[config.mk]
export PLATFORM = sky130hd
export DESIGN_NAME = boost_mode_sequencer
export DESIGN_NICKNAME = d
export VERILOG_FILES = /design/src/boost_seq_pkg.sv /design/src/pulse_if.sv /design/src/enable_pulse_decoder.sv /design/src/boost_mode_sequencer.sv /design/src/sync3.sv
export VERILOG_INCLUDE_DIRS = /design/src /design/src/src
export SDC_FILE = /design/constraint.sdc
export NUM_CORES = 1
export LEC_CHECK = 0
export ABC_AREA = 1
export BUFFER_PORTS_ARGS = -buffer_cell sky130_fd_sc_hd__buf_4
export CORE_ASPECT_RATIO = 0.5
export CORE_MARGIN = 2
export CORE_UTILIZATION = 65
export CTS_CLUSTER_DIAMETER = 60
export CTS_CLUSTER_SIZE = 12
export DETAILED_ROUTE_END_ITERATION = 6
export HOLD_SLACK_MARGIN = 0.02
export PLACE_DENSITY = 0.85
export SLEW_MARGIN = 10
export SYNTH_ARGS = -nofsm -noshare
export SYNTH_HDL_FRONTEND = slang
export SYNTH_SLANG_ARGS = --single-unit
[constraint.sdc]
create_clock -name ref_clk -period 5.35 [get_ports ref_clk]
set_input_delay 0.2675 -clock ref_clk [delete_from_list [all_inputs] [get_ports ref_clk]]
set_output_delay 0.2675 -clock ref_clk [all_outputs]
set_load 0.1 [all_outputs]
[src/boost_seq_defines.svh]
// Timing and encoding constants for the boost mode sequencer
`ifndef BOOST_SEQ_DEFINES_SVH
`define BOOST_SEQ_DEFINES_SVH
`define CLK_FREQ_KHZ 20000
`define SHUTDOWN_LOW_US 500
`define SHUTDOWN_LOW_CYC ((`SHUTDOWN_LOW_US * `CLK_FREQ_KHZ + 999) / 1000)
`define PSM_WINDOW_US 32
`define PSM_WINDOW_CYC ((`PSM_WINDOW_US * `CLK_FREQ_KHZ) / 1000)
`define FB_DETECT_US 20
`define FB_DETECT_CYC ((`FB_DETECT_US * `CLK_FREQ_KHZ) / 1000)
`define SW_RUN_KHZ 2000
`define SW_SS_KHZ 500
`define SW_RUN_DIV (`CLK_FREQ_KHZ / `SW_RUN_KHZ)
`define SW_SS_DIV (`CLK_FREQ_KHZ / `SW_SS_KHZ)
`define LIM_SS 2'h1
`endif

[src/boost_seq_pkg.sv]
// Types shared by the boost mode sequencer modules
package boost_seq_pkg;
    typedef enum logic [1:0] {
        LIM_NONE = 2'h0,
        LIM_ONE = 2'h1,
        LIM_TWO = 2'h2,
        LIM_THREE = 2'h3
    } limit_level_t;

    typedef enum logic [2:0] {
        ST_OFF = 3'h0,
        ST_FB_DETECT = 3'h1,
        ST_LINEAR = 3'h2,
        ST_SOFT = 3'h3,
        ST_PWM = 3'h4,
        ST_BURST = 3'h5,
        ST_SAVE = 3'h6
    } op_state_t;
endpackage

[src/pulse_if.sv]
// Carrier between the enable pulse decoder and the sequencer
`timescale 1ns/1ps
`default_nettype none
interface pulse_if;
    logic enabled;
    logic shutdown;
    boost_seq_pkg::limit_level_t level;
    modport decoder (output enabled, output shutdown, output level);
    modport sequencer (input enabled, input shutdown, input level);
endinterface
`default_nettype wire

[src/enable_pulse_decoder.sv]
// Enable pin synchroniser, edge counter and shutdown timer
`timescale 1ns/1ps
`default_nettype none
`include "boost_seq_defines.svh"
module enable_pulse_decoder #(
    parameter int SHUTDOWN_CYC = `SHUTDOWN_LOW_CYC
) (
    input wire logic ref_clk,
    input wire logic reset_n,
    input wire logic enable_pin,
    pulse_if.decoder pi
);
    localparam int CW = $clog2(SHUTDOWN_CYC + 1);
    logic [2:0] sync_q, sync_d;
    logic en_q, en_d;
    logic [CW-1:0] low_cnt_q, low_cnt_d;
    logic off_q, off_d;
    boost_seq_pkg::limit_level_t lvl_q, lvl_d;
    logic rise;

    always_comb begin
        sync_d = {sync_q[1:0], enable_pin};
        en_d = en_q;
        // Filtered level changes only once the second and third stage agree
        if (sync_q[2] == sync_q[1]) begin
            en_d = sync_q[2];
        end
        rise = en_d && !en_q;
        low_cnt_d = low_cnt_q;
        off_d = off_q;
        lvl_d = lvl_q;
        if (en_d) begin
            low_cnt_d = '0;
            off_d = 1'b0;
        end else if (low_cnt_q < CW'(SHUTDOWN_CYC)) begin
            low_cnt_d = low_cnt_q + CW'(1);
        end else begin
            off_d = 1'b1;
            lvl_d = boost_seq_pkg::LIM_NONE;
        end
        if (rise) begin
            // Level three wraps through an idle step, so two pulses reach one
            case (lvl_q)
                boost_seq_pkg::LIM_NONE: lvl_d = boost_seq_pkg::LIM_ONE;
                boost_seq_pkg::LIM_ONE: lvl_d = boost_seq_pkg::LIM_TWO;
                boost_seq_pkg::LIM_TWO: lvl_d = boost_seq_pkg::LIM_THREE;
                boost_seq_pkg::LIM_THREE: lvl_d = boost_seq_pkg::LIM_NONE;
                default: lvl_d = boost_seq_pkg::LIM_NONE;
            endcase
        end
    end

    always_ff @(posedge ref_clk or negedge reset_n) begin
        if (!reset_n) begin
            sync_q <= 3'h0;
            en_q <= 1'b0;
            low_cnt_q <= '0;
            off_q <= 1'b1;
            lvl_q <= boost_seq_pkg::LIM_NONE;
        end else begin
            sync_q <= sync_d;
            en_q <= en_d;
            low_cnt_q <= low_cnt_d;
            off_q <= off_d;
            lvl_q <= lvl_d;
        end
    end

    assign pi.enabled = en_q;
    assign pi.shutdown = off_q;
    assign pi.level = lvl_q;

    AST_SHUTDOWN_CLEARS: assert property (@(posedge ref_clk) disable iff (!reset_n)
        $rose(off_q) |-> lvl_q == boost_seq_pkg::LIM_NONE)
        else $error("level not cleared at shutdown");
    AST_LEVEL_ADVANCE: assert property (@(posedge ref_clk) disable iff (!reset_n)
        rise && lvl_q == boost_seq_pkg::LIM_ONE |=> lvl_q == boost_seq_pkg::LIM_TWO)
        else $error("level one did not advance to two");
endmodule
`default_nettype wire

[src/boost_mode_sequencer.sv]
// Digital sequencer of a synchronous boost regulator
// Notes on behaviour
// - first enable pulse after power-up selects limit level one, 0.75 A.
// - at level one, one pulse moves to level two, 1.9 A.
// - at level two, one pulse moves to level three, 2.7 A.
// - at level three, two pulses return to level one.
// - limit level follows the count of enable rising edges.
// - enable held high without pulses uses the minimum limit level.
// - enable low for 500 us or longer forces shutdown.
// - light load enters burst; heavier load returns to fixed-rate PWM.
// - burst stops switching at target, resumes on droop, keeps 2 MHz.
// - burst output not drooping within 32 us enters power save.
// - power save disables circuits until output falls below save threshold.
// - PWM turns low switch on each 2 MHz tick, off at loop current.
// - peak current at selected limit turns switch off until next cycle.
// - start-up charges output linearly; switching starts near input voltage.
// - soft start switches at 500 kHz with 750 mA limit.
// - first power-on after reset runs 20 us feedback probe; high pin selects external divider.
// - feedback pin low through probe selects internal fixed 5 V divider.
// - undervoltage stops operation; resumes after hysteresis clears.
`timescale 1ns/1ps
`default_nettype none
`include "boost_seq_defines.svh"
module boost_mode_sequencer #(
    parameter int SHUTDOWN_CYC = `SHUTDOWN_LOW_CYC,
    parameter int PSM_CYC = `PSM_WINDOW_CYC,
    parameter int FB_CYC = `FB_DETECT_CYC
) (
    input wire logic ref_clk,
    input wire logic reset_n,
    input wire logic enable_pin,
    input wire logic feedback_sense_pin,
    input wire logic vin_ok,
    input wire logic vout_near_vin,
    input wire logic vout_at_target,
    input wire logic vout_below_save,
    input wire logic light_load,
    input wire logic loop_current_trip,
    input wire logic peak_limit_trip,
    output logic switch_node,
    output logic fb_source_en,
    output logic ext_divider,
    output logic linear_charge,
    output logic bias_en,
    output logic [1:0] limit_sel,
    output logic [2:0] op_state
);
    localparam int DW = $clog2(`SW_SS_DIV + 1);
    localparam int TW = $clog2((PSM_CYC > FB_CYC ? PSM_CYC : FB_CYC) + 1);

    pulse_if pi ();
    logic fb_high;
    logic vin_s;

    enable_pulse_decoder #(.SHUTDOWN_CYC(SHUTDOWN_CYC)) u_dec (
        .ref_clk(ref_clk),
        .reset_n(reset_n),
        .enable_pin(enable_pin),
        .pi(pi)
    );

    sync3 #(.W(2)) u_sync (
        .ref_clk(ref_clk),
        .reset_n(reset_n),
        .din({feedback_sense_pin, vin_ok}),
        .dout({fb_high, vin_s})
    );

    boost_seq_pkg::op_state_t st_q, st_d;
    logic [TW-1:0] tmr_q, tmr_d;
    logic [DW-1:0] div_q, div_d;
    logic sw_q, sw_d;
    logic ext_q, ext_d;
    logic probed_q, probed_d;
    logic [1:0] lim_q, lim_d;
    logic tick;
    logic [DW-1:0] div_top;

    // UVLO hysteresis lives in the analog comparator; vin_ok already carries it
    always_comb begin
        st_d = st_q;
        tmr_d = tmr_q;
        ext_d = ext_q;
        probed_d = probed_q;
        case (st_q)
            boost_seq_pkg::ST_OFF: begin
                tmr_d = '0;
                if (!probed_q && vin_s) begin
                    st_d = boost_seq_pkg::ST_FB_DETECT;
                end else if (vin_s && pi.enabled && !pi.shutdown) begin
                    st_d = boost_seq_pkg::ST_LINEAR;
                end
            end
            boost_seq_pkg::ST_FB_DETECT: begin
                tmr_d = tmr_q + TW'(1);
                if (fb_high) begin
                    ext_d = 1'b1;
                    probed_d = 1'b1;
                    st_d = boost_seq_pkg::ST_OFF;
                end else if (tmr_q >= TW'(FB_CYC - 1)) begin
                    ext_d = 1'b0;
                    probed_d = 1'b1;
                    st_d = boost_seq_pkg::ST_OFF;
                end
            end
            boost_seq_pkg::ST_LINEAR: begin
                if (vout_near_vin) begin
                    st_d = boost_seq_pkg::ST_SOFT;
                end
            end
            boost_seq_pkg::ST_SOFT: begin
                if (vout_at_target) begin
                    st_d = boost_seq_pkg::ST_PWM;
                end
            end
            boost_seq_pkg::ST_PWM: begin
                tmr_d = '0;
                if (light_load) begin
                    st_d = boost_seq_pkg::ST_BURST;
                end
            end
            boost_seq_pkg::ST_BURST: begin
                if (!light_load) begin
                    st_d = boost_seq_pkg::ST_PWM;
                end else if (vout_below_save) begin
                    tmr_d = '0;
                end else if (tmr_q >= TW'(PSM_CYC - 1)) begin
                    st_d = boost_seq_pkg::ST_SAVE;
                end else begin
                    tmr_d = tmr_q + TW'(1);
                end
            end
            boost_seq_pkg::ST_SAVE: begin
                tmr_d = '0;
                if (vout_below_save) begin
                    st_d = boost_seq_pkg::ST_BURST;
                end
            end
            default: st_d = boost_seq_pkg::ST_OFF;
        endcase
        // Undervoltage and shutdown override every running state
        if (st_q != boost_seq_pkg::ST_FB_DETECT && st_q != boost_seq_pkg::ST_OFF) begin
            if (!vin_s || pi.shutdown) begin
                st_d = boost_seq_pkg::ST_OFF;
            end
        end
        if (!vin_s) begin
            probed_d = probed_q && st_q != boost_seq_pkg::ST_FB_DETECT;
        end
    end

    // Switching tick: 2 MHz in run states, 500 kHz during soft start
    always_comb begin
        div_top = (st_q == boost_seq_pkg::ST_SOFT) ? DW'(`SW_SS_DIV - 1)
                                                  : DW'(`SW_RUN_DIV - 1);
        tick = (div_q >= div_top);
        div_d = tick ? '0 : div_q + DW'(1);
        sw_d = sw_q;
        if (tick) begin
            sw_d = 1'b1;
        end
        if (peak_limit_trip || loop_current_trip) begin
            sw_d = 1'b0;
        end
        case (st_q)
            boost_seq_pkg::ST_SOFT, boost_seq_pkg::ST_PWM: ;
            boost_seq_pkg::ST_BURST: if (vout_at_target) sw_d = 1'b0;
            default: sw_d = 1'b0;
        endcase
    end

    // Limit group: soft start overrides the level picked by enable pulses
    always_comb begin
        // Level none follows the wrap after level three, since enable tied high still counts one rising edge
        lim_d = (pi.level == boost_seq_pkg::LIM_NONE) ? 2'(boost_seq_pkg::LIM_ONE)
                                                      : 2'(pi.level);
        if (st_q == boost_seq_pkg::ST_SOFT) begin
            lim_d = `LIM_SS;
        end
    end

    // Reset value is the soft start limit, the safest level before any pulse
    always_ff @(posedge ref_clk or negedge reset_n) begin
        if (!reset_n) begin
            lim_q <= `LIM_SS;
        end else begin
            lim_q <= lim_d;
        end
    end

    always_ff @(posedge ref_clk or negedge reset_n) begin
        if (!reset_n) begin
            st_q <= boost_seq_pkg::ST_OFF;
            tmr_q <= '0;
            div_q <= '0;
            sw_q <= 1'b0;
            ext_q <= 1'b0;
            probed_q <= 1'b0;
        end else begin
            st_q <= st_d;
            tmr_q <= tmr_d;
            div_q <= div_d;
            sw_q <= sw_d;
            ext_q <= ext_d;
            probed_q <= probed_d;
        end
    end

    assign switch_node = sw_q;
    assign fb_source_en = (st_q == boost_seq_pkg::ST_FB_DETECT);
    assign ext_divider = ext_q;
    assign linear_charge = (st_q == boost_seq_pkg::ST_LINEAR);
    assign bias_en = (st_q != boost_seq_pkg::ST_SAVE) && (st_q != boost_seq_pkg::ST_OFF);
    assign limit_sel = lim_q;
    assign op_state = 3'(st_q);

    AST_PEAK_OFF: assert property (@(posedge ref_clk) disable iff (!reset_n)
        peak_limit_trip |=> !sw_q)
        else $error("switch stayed on past peak limit");
    AST_SOFT_LIMIT: assert property (@(posedge ref_clk) disable iff (!reset_n)
        st_q == boost_seq_pkg::ST_SOFT |=> lim_q == `LIM_SS)
        else $error("soft start limit wrong");
    AST_FB_INTERNAL: assert property (@(posedge ref_clk) disable iff (!reset_n)
        $rose(fb_source_en) ##1 (!fb_high) [*3] |-> ##[0:400] !fb_source_en)
        else $error("feedback probe did not end");
    AST_SAVE_ENTRY: assert property (@(posedge ref_clk) disable iff (!reset_n)
        st_q == boost_seq_pkg::ST_SAVE && $past(st_q) != boost_seq_pkg::ST_SAVE
        |-> $past(st_q) == boost_seq_pkg::ST_BURST && $past(tmr_q) == TW'(PSM_CYC - 1))
        else $error("power save entered without full window");
    AST_UVLO_STOP: assert property (@(posedge ref_clk) disable iff (!reset_n)
        !vin_s && st_q == boost_seq_pkg::ST_PWM |=> st_q == boost_seq_pkg::ST_OFF)
        else $error("undervoltage did not stop operation");
    AST_BURST_TARGET: assert property (@(posedge ref_clk) disable iff (!reset_n)
        st_q == boost_seq_pkg::ST_BURST && vout_at_target |=> !sw_q)
        else $error("burst switched at target");
    AST_SW_ON_TICK: assert property (@(posedge ref_clk) disable iff (!reset_n)
        $rose(sw_q) |-> $past(tick))
        else $error("switch turned on off tick");
    // Transition checks only hold while supply and enable keep the converter running
    AST_FB_EXTERNAL: assert property (@(posedge ref_clk) disable iff (!reset_n)
        st_q == boost_seq_pkg::ST_FB_DETECT && fb_high |=> st_q == boost_seq_pkg::ST_OFF && ext_q)
        else $error("external divider not selected");
    AST_PROBE_ONCE: assert property (@(posedge ref_clk) disable iff (!reset_n)
        st_q == boost_seq_pkg::ST_OFF && probed_q |=> st_q != boost_seq_pkg::ST_FB_DETECT)
        else $error("feedback probe repeated without reset");
    AST_ENABLE_START: assert property (@(posedge ref_clk) disable iff (!reset_n)
        st_q == boost_seq_pkg::ST_OFF && probed_q && vin_s && pi.enabled && !pi.shutdown
        |=> st_q == boost_seq_pkg::ST_LINEAR)
        else $error("start-up did not begin with linear charge");
    AST_LINEAR_HOLD: assert property (@(posedge ref_clk) disable iff (!reset_n)
        st_q == boost_seq_pkg::ST_LINEAR && !vout_near_vin && vin_s && !pi.shutdown
        |=> st_q == boost_seq_pkg::ST_LINEAR)
        else $error("switching began below input voltage");
    AST_LINEAR_NO_SW: assert property (@(posedge ref_clk) disable iff (!reset_n)
        st_q == boost_seq_pkg::ST_LINEAR |=> !sw_q)
        else $error("switch active during linear charge");
    AST_SOFT_TICK: assert property (@(posedge ref_clk) disable iff (!reset_n)
        $rose(sw_q) && st_q == boost_seq_pkg::ST_SOFT |-> $past(div_q) >= DW'(`SW_SS_DIV - 1))
        else $error("soft start switched faster than its rate");
    AST_PWM_TICK: assert property (@(posedge ref_clk) disable iff (!reset_n)
        $rose(sw_q) && st_q == boost_seq_pkg::ST_PWM && $past(st_q) == boost_seq_pkg::ST_PWM
        |-> $past(div_q) >= DW'(`SW_RUN_DIV - 1))
        else $error("pwm switched off its tick");
    AST_LOOP_OFF: assert property (@(posedge ref_clk) disable iff (!reset_n)
        loop_current_trip |=> !sw_q)
        else $error("switch stayed on past loop current");
    AST_PWM_TO_BURST: assert property (@(posedge ref_clk) disable iff (!reset_n)
        st_q == boost_seq_pkg::ST_PWM && light_load && vin_s && !pi.shutdown
        |=> st_q == boost_seq_pkg::ST_BURST)
        else $error("light load did not enter burst");
    AST_BURST_TO_PWM: assert property (@(posedge ref_clk) disable iff (!reset_n)
        st_q == boost_seq_pkg::ST_BURST && !light_load && vin_s && !pi.shutdown
        |=> st_q == boost_seq_pkg::ST_PWM)
        else $error("load rise did not return to pwm");
    AST_BURST_RESUME: assert property (@(posedge ref_clk) disable iff (!reset_n)
        st_q == boost_seq_pkg::ST_BURST && !vout_at_target && tick
        && !peak_limit_trip && !loop_current_trip |=> sw_q)
        else $error("burst did not resume on droop");
    AST_SAVE_EXIT: assert property (@(posedge ref_clk) disable iff (!reset_n)
        st_q == boost_seq_pkg::ST_SAVE && vout_below_save && vin_s && !pi.shutdown
        |=> st_q == boost_seq_pkg::ST_BURST)
        else $error("power save did not resume");
    AST_SAVE_BIAS: assert property (@(posedge ref_clk) disable iff (!reset_n)
        st_q == boost_seq_pkg::ST_SAVE |-> !bias_en)
        else $error("bias left on in power save");
    AST_SHUTDOWN_STOP: assert property (@(posedge ref_clk) disable iff (!reset_n)
        pi.shutdown && st_q == boost_seq_pkg::ST_PWM |=> st_q == boost_seq_pkg::ST_OFF)
        else $error("shutdown did not stop operation");
    AST_UVLO_BURST: assert property (@(posedge ref_clk) disable iff (!reset_n)
        !vin_s && st_q == boost_seq_pkg::ST_BURST |=> st_q == boost_seq_pkg::ST_OFF)
        else $error("undervoltage did not stop burst");
    AST_MIN_LIMIT: assert property (@(posedge ref_clk) disable iff (!reset_n)
        st_q == boost_seq_pkg::ST_PWM && pi.level == boost_seq_pkg::LIM_NONE
        |=> lim_q == 2'(boost_seq_pkg::LIM_ONE))
        else $error("missing level did not give minimum limit");
    AST_LEVEL_ONE: assert property (@(posedge ref_clk) disable iff (!reset_n)
        st_q == boost_seq_pkg::ST_PWM && pi.level == boost_seq_pkg::LIM_ONE
        |=> lim_q == 2'(boost_seq_pkg::LIM_ONE))
        else $error("level one limit wrong");
    AST_LEVEL_TWO: assert property (@(posedge ref_clk) disable iff (!reset_n)
        st_q == boost_seq_pkg::ST_PWM && pi.level == boost_seq_pkg::LIM_TWO
        |=> lim_q == 2'(boost_seq_pkg::LIM_TWO))
        else $error("level two limit wrong");
    AST_LEVEL_THREE: assert property (@(posedge ref_clk) disable iff (!reset_n)
        st_q == boost_seq_pkg::ST_PWM && pi.level == boost_seq_pkg::LIM_THREE
        |=> lim_q == 2'(boost_seq_pkg::LIM_THREE))
        else $error("level three limit wrong");
    COV_SOFT: cover property (@(posedge ref_clk) st_q == boost_seq_pkg::ST_SOFT);
    COV_INT: cover property (@(posedge ref_clk) $fell(fb_source_en) && !ext_q);
    COV_PWM: cover property (@(posedge ref_clk) st_q == boost_seq_pkg::ST_PWM);
    COV_SAVE: cover property (@(posedge ref_clk) st_q == boost_seq_pkg::ST_SAVE);
    COV_EXT: cover property (@(posedge ref_clk) $rose(ext_q));
endmodule
`default_nettype wire

[src/sync3.sv]
// Three-stage pin synchroniser with agreement filter
`timescale 1ns/1ps
`default_nettype none
module sync3 #(
    parameter int W = 1
) (
    input wire logic ref_clk,
    input wire logic reset_n,
    input wire logic [W-1:0] din,
    output logic [W-1:0] dout
);
    logic [W-1:0] s1_q, s2_q, s3_q, out_q, out_d;
    genvar i;
    generate
        for (i = 0; i < W; i++) begin : g_bit
            // Stage one feeds only stage two
            always_comb begin
                out_d[i] = (s2_q[i] == s3_q[i]) ? s3_q[i] : out_q[i];
            end
        end
    endgenerate
    always_ff @(posedge ref_clk or negedge reset_n) begin
        if (!reset_n) begin
            s1_q <= '0;
            s2_q <= '0;
            s3_q <= '0;
            out_q <= '0;
        end else begin
            s1_q <= din;
            s2_q <= s1_q;
            s3_q <= s2_q;
            out_q <= out_d;
        end
    end
    assign dout = out_q;
endmodule
`default_nettype wire

==> results of run 1 <==
-- worst paths after layout --
check / from / endpoint
worst max register to register: op_state[0]$_DFF_PN0_ / div_q[3]$_DFF_PN0_
worst max-delay path: op_state[0]$_DFF_PN0_ / div_q[3]$_DFF_PN0_
min in group asynchronous: reset_n / tmr_q[3]$_DFFE_PN0P_
worst min-delay path: enable_pin / u_dec.sync_q[0]$_DFF_PN0_
worst min register to register: u_dec.sync_q[0]$_DFF_PN0_ / u_dec.sync_q[1]$_DFF_PN0_
max in group asynchronous: reset_n / div_q[4]$_DFF_PN0_
-- synthesized netlist by cell type --
library cell	count
ha_1	11
a21o_1	3
nand2_1	102
o21ai_1	4
nor2_8	1
buf_4	1
maj3_1	2
nand3_2	2
nor3_2	1
buf_6	1
o31ai_1	2
o21ai_2	1
inv_1	32
buf_2	4
or2_2	3
inv_2	3
nand3_1	41
nor3b_1	4
o21bai_1	1
nand4_1	17
dfrtp_1	51
nor2_1	42
o21ai_0	17
xnor2_1	1
xor2_1	3
nand3b_1	1
nor3_1	5
a21oi_1	14
o211ai_1	1
clkbuf_1	1
dfstp_2	2
nor2_2	3
a31oi_1	1
-- metal layers --
layer,up-vias,track usage [%]
met5,-,0
met1,1226,32.8
li1,1298,-
met3,10,7.39
met4,0,9.36
met2,39,48.3
-- sequential cells by signal (all words and copies together) (netlist names), 3 cells and up --
register,cells
div_q,6
op_state,3
tmr_q,10
u_dec.low_cnt_q,14
u_dec.sync_q,3
-- through the flow --
step / worst slack, ns / cell area (sq um) / hold slack [ns] / total power, mW / util, %
finish: 3.04 / 3250 / 0.0451 / 1.39 / 74.1
global route: 2.85 / 3250 / 0.0262 / 1.47 / 74.1
floorplan: 1.54 / 2940 / -0.0281 / 0.973 / -
global placement: 3.27 / 3120 / 0.333 / 1.08 / 71.2
CTS: 3.07 / 3250 / 0.0403 / 1.40 / 74.1
detailed placement: 3.11 / 3120 / 0.335 / 1.11 / 71.2
-- cell families (layout without fill, tap and decap cells) --
group	Yosys count	in the layout	share of synthesized area, %
buffers and inverters	42	64	5.92
xor gates and xnor gates	4	4	1.19
and+or+nand+nor	222	222	34.1
adders and majority gates	13	13	5.36
AOI/OAI and AO/OA	44	44	8.26
DFF	53	53	45.2
-- worst max-delay path: stages, from the launching register on --
cell	delay [ns]
dfrtp_1	0.51
nand2_1	0.12
nor2_2	0.20
inv_1	0.15
ha_1	0.32
inv_1	0.04
nor2_1	0.13
nand3_1	0.09
o211ai_1	0.48
nor3b_1	0.12
-- repair_timing --
action | in CTS | in global routing
endpoints found under the hold margin | 51 | 0
hold buffers | 1 | 0
resized for setup | 0 | 0
-- cell type report --
type                            count  area [sq um]  area share, %
Inverter                           35           131           4.05
Tap cell                           57          71.3           2.20
Clock buffer                        5          68.8           2.12
Multi-Input combinational cell    283          1440           44.3
Clock inverter                      3          47.5           1.46
Sequential cell                    53          1330           40.9
Timing Repair Buffer               21           160           4.93
-- where the power goes --
part | internal, mW | switching (mW)
clock | 0.143 | 0.142
combinational | 0.148 | 0.430
sequential | 0.466 | 0.0633
==> flow_metrics.py, run 1 <==
metrics = {
    "synthesis": {
        "synth_area_leaders": "dfrtp_1, nand2_1, nand3_1",
        "syn_inst": 378,
        "synthesis.nets": 400,
        "ys_seq_area_share_pct": 45.2,
        "synth_area_sq_um": 2940,
        "ys_ff_latch": 53,
        "yosys_warnings": 0,
        "synth_top_cell_by_area": "dfrtp_1",
        "synth.avg_cell_area_sq_um": 7.78,
        "yosysTopAreaCellShare_pct": 43.4,
        "synth_cell_type_count": 33,
    },
    "finish": {
        "n_antenna_cell": 0,
        "layout_common_cells": "nand2_1, dfrtp_1, nor2_1",
        "layout.cells.non_filler": 457,
        "syn2layout_area_growth_pct": 10.4,
        "final_nets": 421,
        "num-fill-cells": 326,
        "final_common_cell": "nand2_1",
        "drive_above_1_share_pct": 11.0,
    },
    "detailed_routing": {
        "wl_per_cell_um": 13.8,
        "m1WireLength_um": 2930,
        "antenna_left": 0,
        "drt_pre_antenna_iters": 5,
        "met2WireLength_um": 3060,
        "highest_layer": "met4",
        "drc_errors": 0,
        "via_per_inst": 5.63,
        "wl_um": 6300,
        "dr_wl_met3_um": 216,
        "vias": 2573,
        "dr.first_iter.drc_count": 95,
    },
    "setup_path": {
        "reg2reg_depth": 9,
        "required_ns": 5.53,
        "start_kind": "flip-flop",
        "path_class": "flip-flop to flip-flop",
        "worstSetupEndpointType": "flip-flop",
        "critical_path.max_fanout": 9,
        "ff2ff_setup_slack_ns": 3.04,
        "crit_arrival_ns": 2.49,
    },
    "timing": {
        "slew_viol_final": 0,
        "hold_viol": 0,
        "fin_skew_ns": 0.00649,
        "setup_viol": 0,
        "finalCritPeriodShare_pct": 43.1,
        "max_freq_mhz": 434,
        "tightestPinTransition_ns": 0.666,
        "finalSetupTns_ns": 0,
        "relSlewSlack_pct": 55.6,
        "rsz0062_at_grt": "false",
        "period_needed_ns": 2.31,
    },
    "min_path": {
        "whs_path_depth": 1,
        "hp-class": "primary input to flip-flop",
    },
    "grt": {
        "grt_pass1_wl_um": 10700,
        "track_usage_pct": 27.2,
        "grt_overflow": 0,
        "antenna_found_initial": 0,
        "grt_pass1_vias": 2517,
        "grt_max_degree": 54,
    },
    "flow_run": {
        "drv_cap": 0,
    },
    "floorplanning": {
        "die_h_um": 51.6,
        "start_util_pct": 67.1,
        "num_rows": 17,
        "fp.dieW_um": 99.1,
        "die-area_sq_um": 5110,
        "ios": 21,
        "core_area_sq_um": 4380,
    },
    "clock_network": {
        "root_buffer": "clkbuf_8",
        "cts_buffer_depth": 2,
        "post_cts_buffers": 0,
        "clk_latency_ns": 0.32,
        "clkTransAtPathRegs_ns": 0.10,
        "clock_sinks": 53,
        "htree_levels": 2,
        "numCtsBuffers": 5,
        "cts_tree": "yes",
    },
    "placed_design": {
        "placed_cells": 448,
        "place_hpwl_um": 4520,
        "portBuffers": 20,
        "place_congestion": 0.955,
    },
    "status": {
        "status": "completed",
    },
    "power": {
        "cellLeakagePower_nw": 1.62,
        "powerDensity_nw_per_um2": 429,
        "peakVddDrop_mv": 0.244,
    },
}
Note: power is estimated with default switching activity, not from simulation.
==> inputs of run 2 (changes only) <==
CORE_UTILIZATION = 54   (was 65)
PLACE_DENSITY = 0.75   (was 0.85)
clock period = 2.1 ns   (was 5.35 ns; I/O delays follow)
==> flow_metrics.py, run 2 (synthesized netlist as in run 1, its figures left out) <==
metrics = {
    "finish": {
        "finalCoreUtilization_pct": 66.5,
        "drive_above_1_share_pct": 14.9,
        "final_nets": 430,
        "num-fill-cells": 450,
        "layout_common_cells": "nand2_1, dfrtp_1, nand3_1",
        "design_area_sq_um": 3390,
        "layout.cells.non_filler": 479,
        "largestRegisters": "u_dec.low_cnt_q: 14 flops, tmr_q: 10 flops, div_q: 6 flops",
        "final_common_cell": "nand2_1",
        "largest_reg_flops": 14,
        "n_antenna_cell": 0,
        "top_register": "u_dec.low_cnt_q",
        "syn2layout_area_growth_pct": 15.1,
    },
    "grt": {
        "grt_max_degree": 54,
        "grt_overflow": 0,
        "grt_pass1_wl_um": 11400,
        "grt_pass1_vias": 2499,
        "track_usage_pct": 23.9,
        "grt-busiest-layer": "met2",
        "grtUsageMet2_pct": 39.4,
        "gr-usage-met3_pct": 6.21,
        "grtUsageMet1_pct": 30.3,
        "antenna_found_initial": 0,
    },
    "timing": {
        "slew_viol_final": 0,
        "period_needed_ns": 1.88,
        "hold_viol": 0,
        "relSlewSlack_pct": 55.4,
        "fin_skew_ns": 0.00878,
        "setup_viol": 0,
        "max_freq_mhz": 532,
        "rsz0062_at_grt": "false",
        "hold_slack_ns": 0.0505,
        "finalCritPeriodShare_pct": 89.6,
        "tightestPinTransition_ns": 0.669,
        "finalSetupTns_ns": 0,
        "setup_ws_ns": 0.219,
    },
    "detailed_routing": {
        "via_per_inst": 5.50,
        "drc_errors": 0,
        "wl_per_cell_um": 13.5,
        "drt_pre_antenna_iters": 4,
        "vias": 2636,
        "wl_um": 6490,
        "dr.first_iter.drc_count": 172,
        "antenna_left": 0,
    },
    "floorplanning": {
        "die-area_sq_um": 6090,
        "num_rows": 18,
        "die_h_um": 56.2,
        "core_area_sq_um": 5090,
        "start_util_pct": 57.8,
        "fp.dieW_um": 108,
        "ios": 21,
    },
    "setup_path": {
        "crit_arrival_ns": 2.11,
        "required_ns": 2.33,
        "path_class": "flip-flop to flip-flop",
        "critical_path.max_fanout": 7,
        "r2r_end": "div_q[3]$_DFF_PN0_",
        "worstSetupEndpointType": "flip-flop",
        "reg2reg_depth": 8,
        "r2r_start": "op_state[1]$_DFF_PN0_",
        "start_kind": "flip-flop",
        "ff2ff_setup_slack_ns": 0.22,
    },
    "clock_network": {
        "htree_levels": 2,
        "cts_tree": "yes",
        "numCtsBuffers": 5,
        "clk_latency_ns": 0.33,
        "clkTransAtPathRegs_ns": 0.10,
        "cts_buffer_depth": 2,
        "clock_sinks": 53,
        "root_buffer": "clkbuf_8",
    },
    "placed_design": {
        "placed_cells": 466,
        "placed_area_sq_um": 3240,
        "place_congestion": 0.891,
        "dp_slack_ns": 0.182,
        "portBuffers": 20,
        "place_hpwl_um": 4700,
    },
    "power": {
        "total_power_mw": 3.56,
        "peakVddDrop_mv": 0.605,
        "powerDensity_nw_per_um2": 1050,
        "cellLeakagePower_nw": 1.67,
    },
    "min_path": {
        "whs_path_depth": 3,
        "min_from": "vout_at_target",
        "hp-class": "primary input to flip-flop",
        "holdPathEnd": "op_state[2]$_DFF_PN0_",
    },
    "status": {
        "status": "completed",
    },
    "flow_run": {
        "drv_cap": 0,
    },
}
==> run 2: cell types whose count changed in the layout (fill, tap and decap cells not counted), moves of 3 or more <==
cell / previous run / this run
nor2_1: 42 / 39
nor2_4: 0 / 3
buf_4: 20 / 26
dfrtp_1: 51 / 48
dlygate4sd3_1: 1 / 4
==> run 2: worst max-delay path: stages, from the launching register on <==
cell and delay, ns:
dfrtp_4 0.48, nand2_4 0.06, nor2_4 0.16, inv_2 0.10, ha_1 0.29, a21oi_1 0.16
o211ai_1 0.11, buf_4 0.18, nor3b_1 0.24
==> run 2: how the worst max path moves through the flow <==
| stage | startpoint | endpoint | slack [ns] | depth (start not counted) |
|---|---|---|---|---|
| floorplan | op_state[0]$_DFF_PN0_ | switch_node$_DFF_PN0_ | -0.07 | 11 |
| global route | op_state[1]$_DFF_PN0_ | div_q[3]$_DFF_PN0_ | 0.02 | 10 |
| detailed placement | op_state[0]$_DFF_PN0_ | div_q[3]$_DFF_PN0_ | 0.18 | 8 |
| global placement | op_state[0]$_DFF_PN0_ | switch_node$_DFF_PN0_ | 0.34 | 11 |
| finish | op_state[1]$_DFF_PN0_ | div_q[3]$_DFF_PN0_ | 0.22 | 8 |
| CTS | op_state[0]$_DFF_PN0_ | div_q[3]$_DFF_PN0_ | 0.17 | 10 |
==> run 2: final cells by class <==
class                   instances  area [sq um]  share of cell area, %
flip-flops and latches         53          1340                   39.5
clock buffers                   5          68.8                   2.03
inverters                      35           131                   3.88
repair buffers                 30           235                   6.95
well taps                      70          87.6                   2.59
clock inverters                 3          33.8                  0.998
multi-input cells             283          1490                   44.1
==> run 2: what timing repair did <==
action                                 CTS  global route
buffers inserted                         0             1
hold buffers                             4             0
setup endpoints to repair                0             1
endpoints found under the hold margin   54             0
gates resized for setup                  0             0
==> run 2: report_power, final <==
part / switching [mW] / leakage [nW] / internal, mW
registers: 0.161 / 0.680 / 1.20
clock network: 0.395 / 0.0511 / 0.249
logic: 1.12 / 0.939 / 0.440
==> run 2: layer usage <==
metal / up-vias / share of wire, %
li1: 1313 / -
met1: 1250 / 45
met2: 62 / 49
met3: 11 / 4.2
met4: 0 / 1.5
met5: - / 0
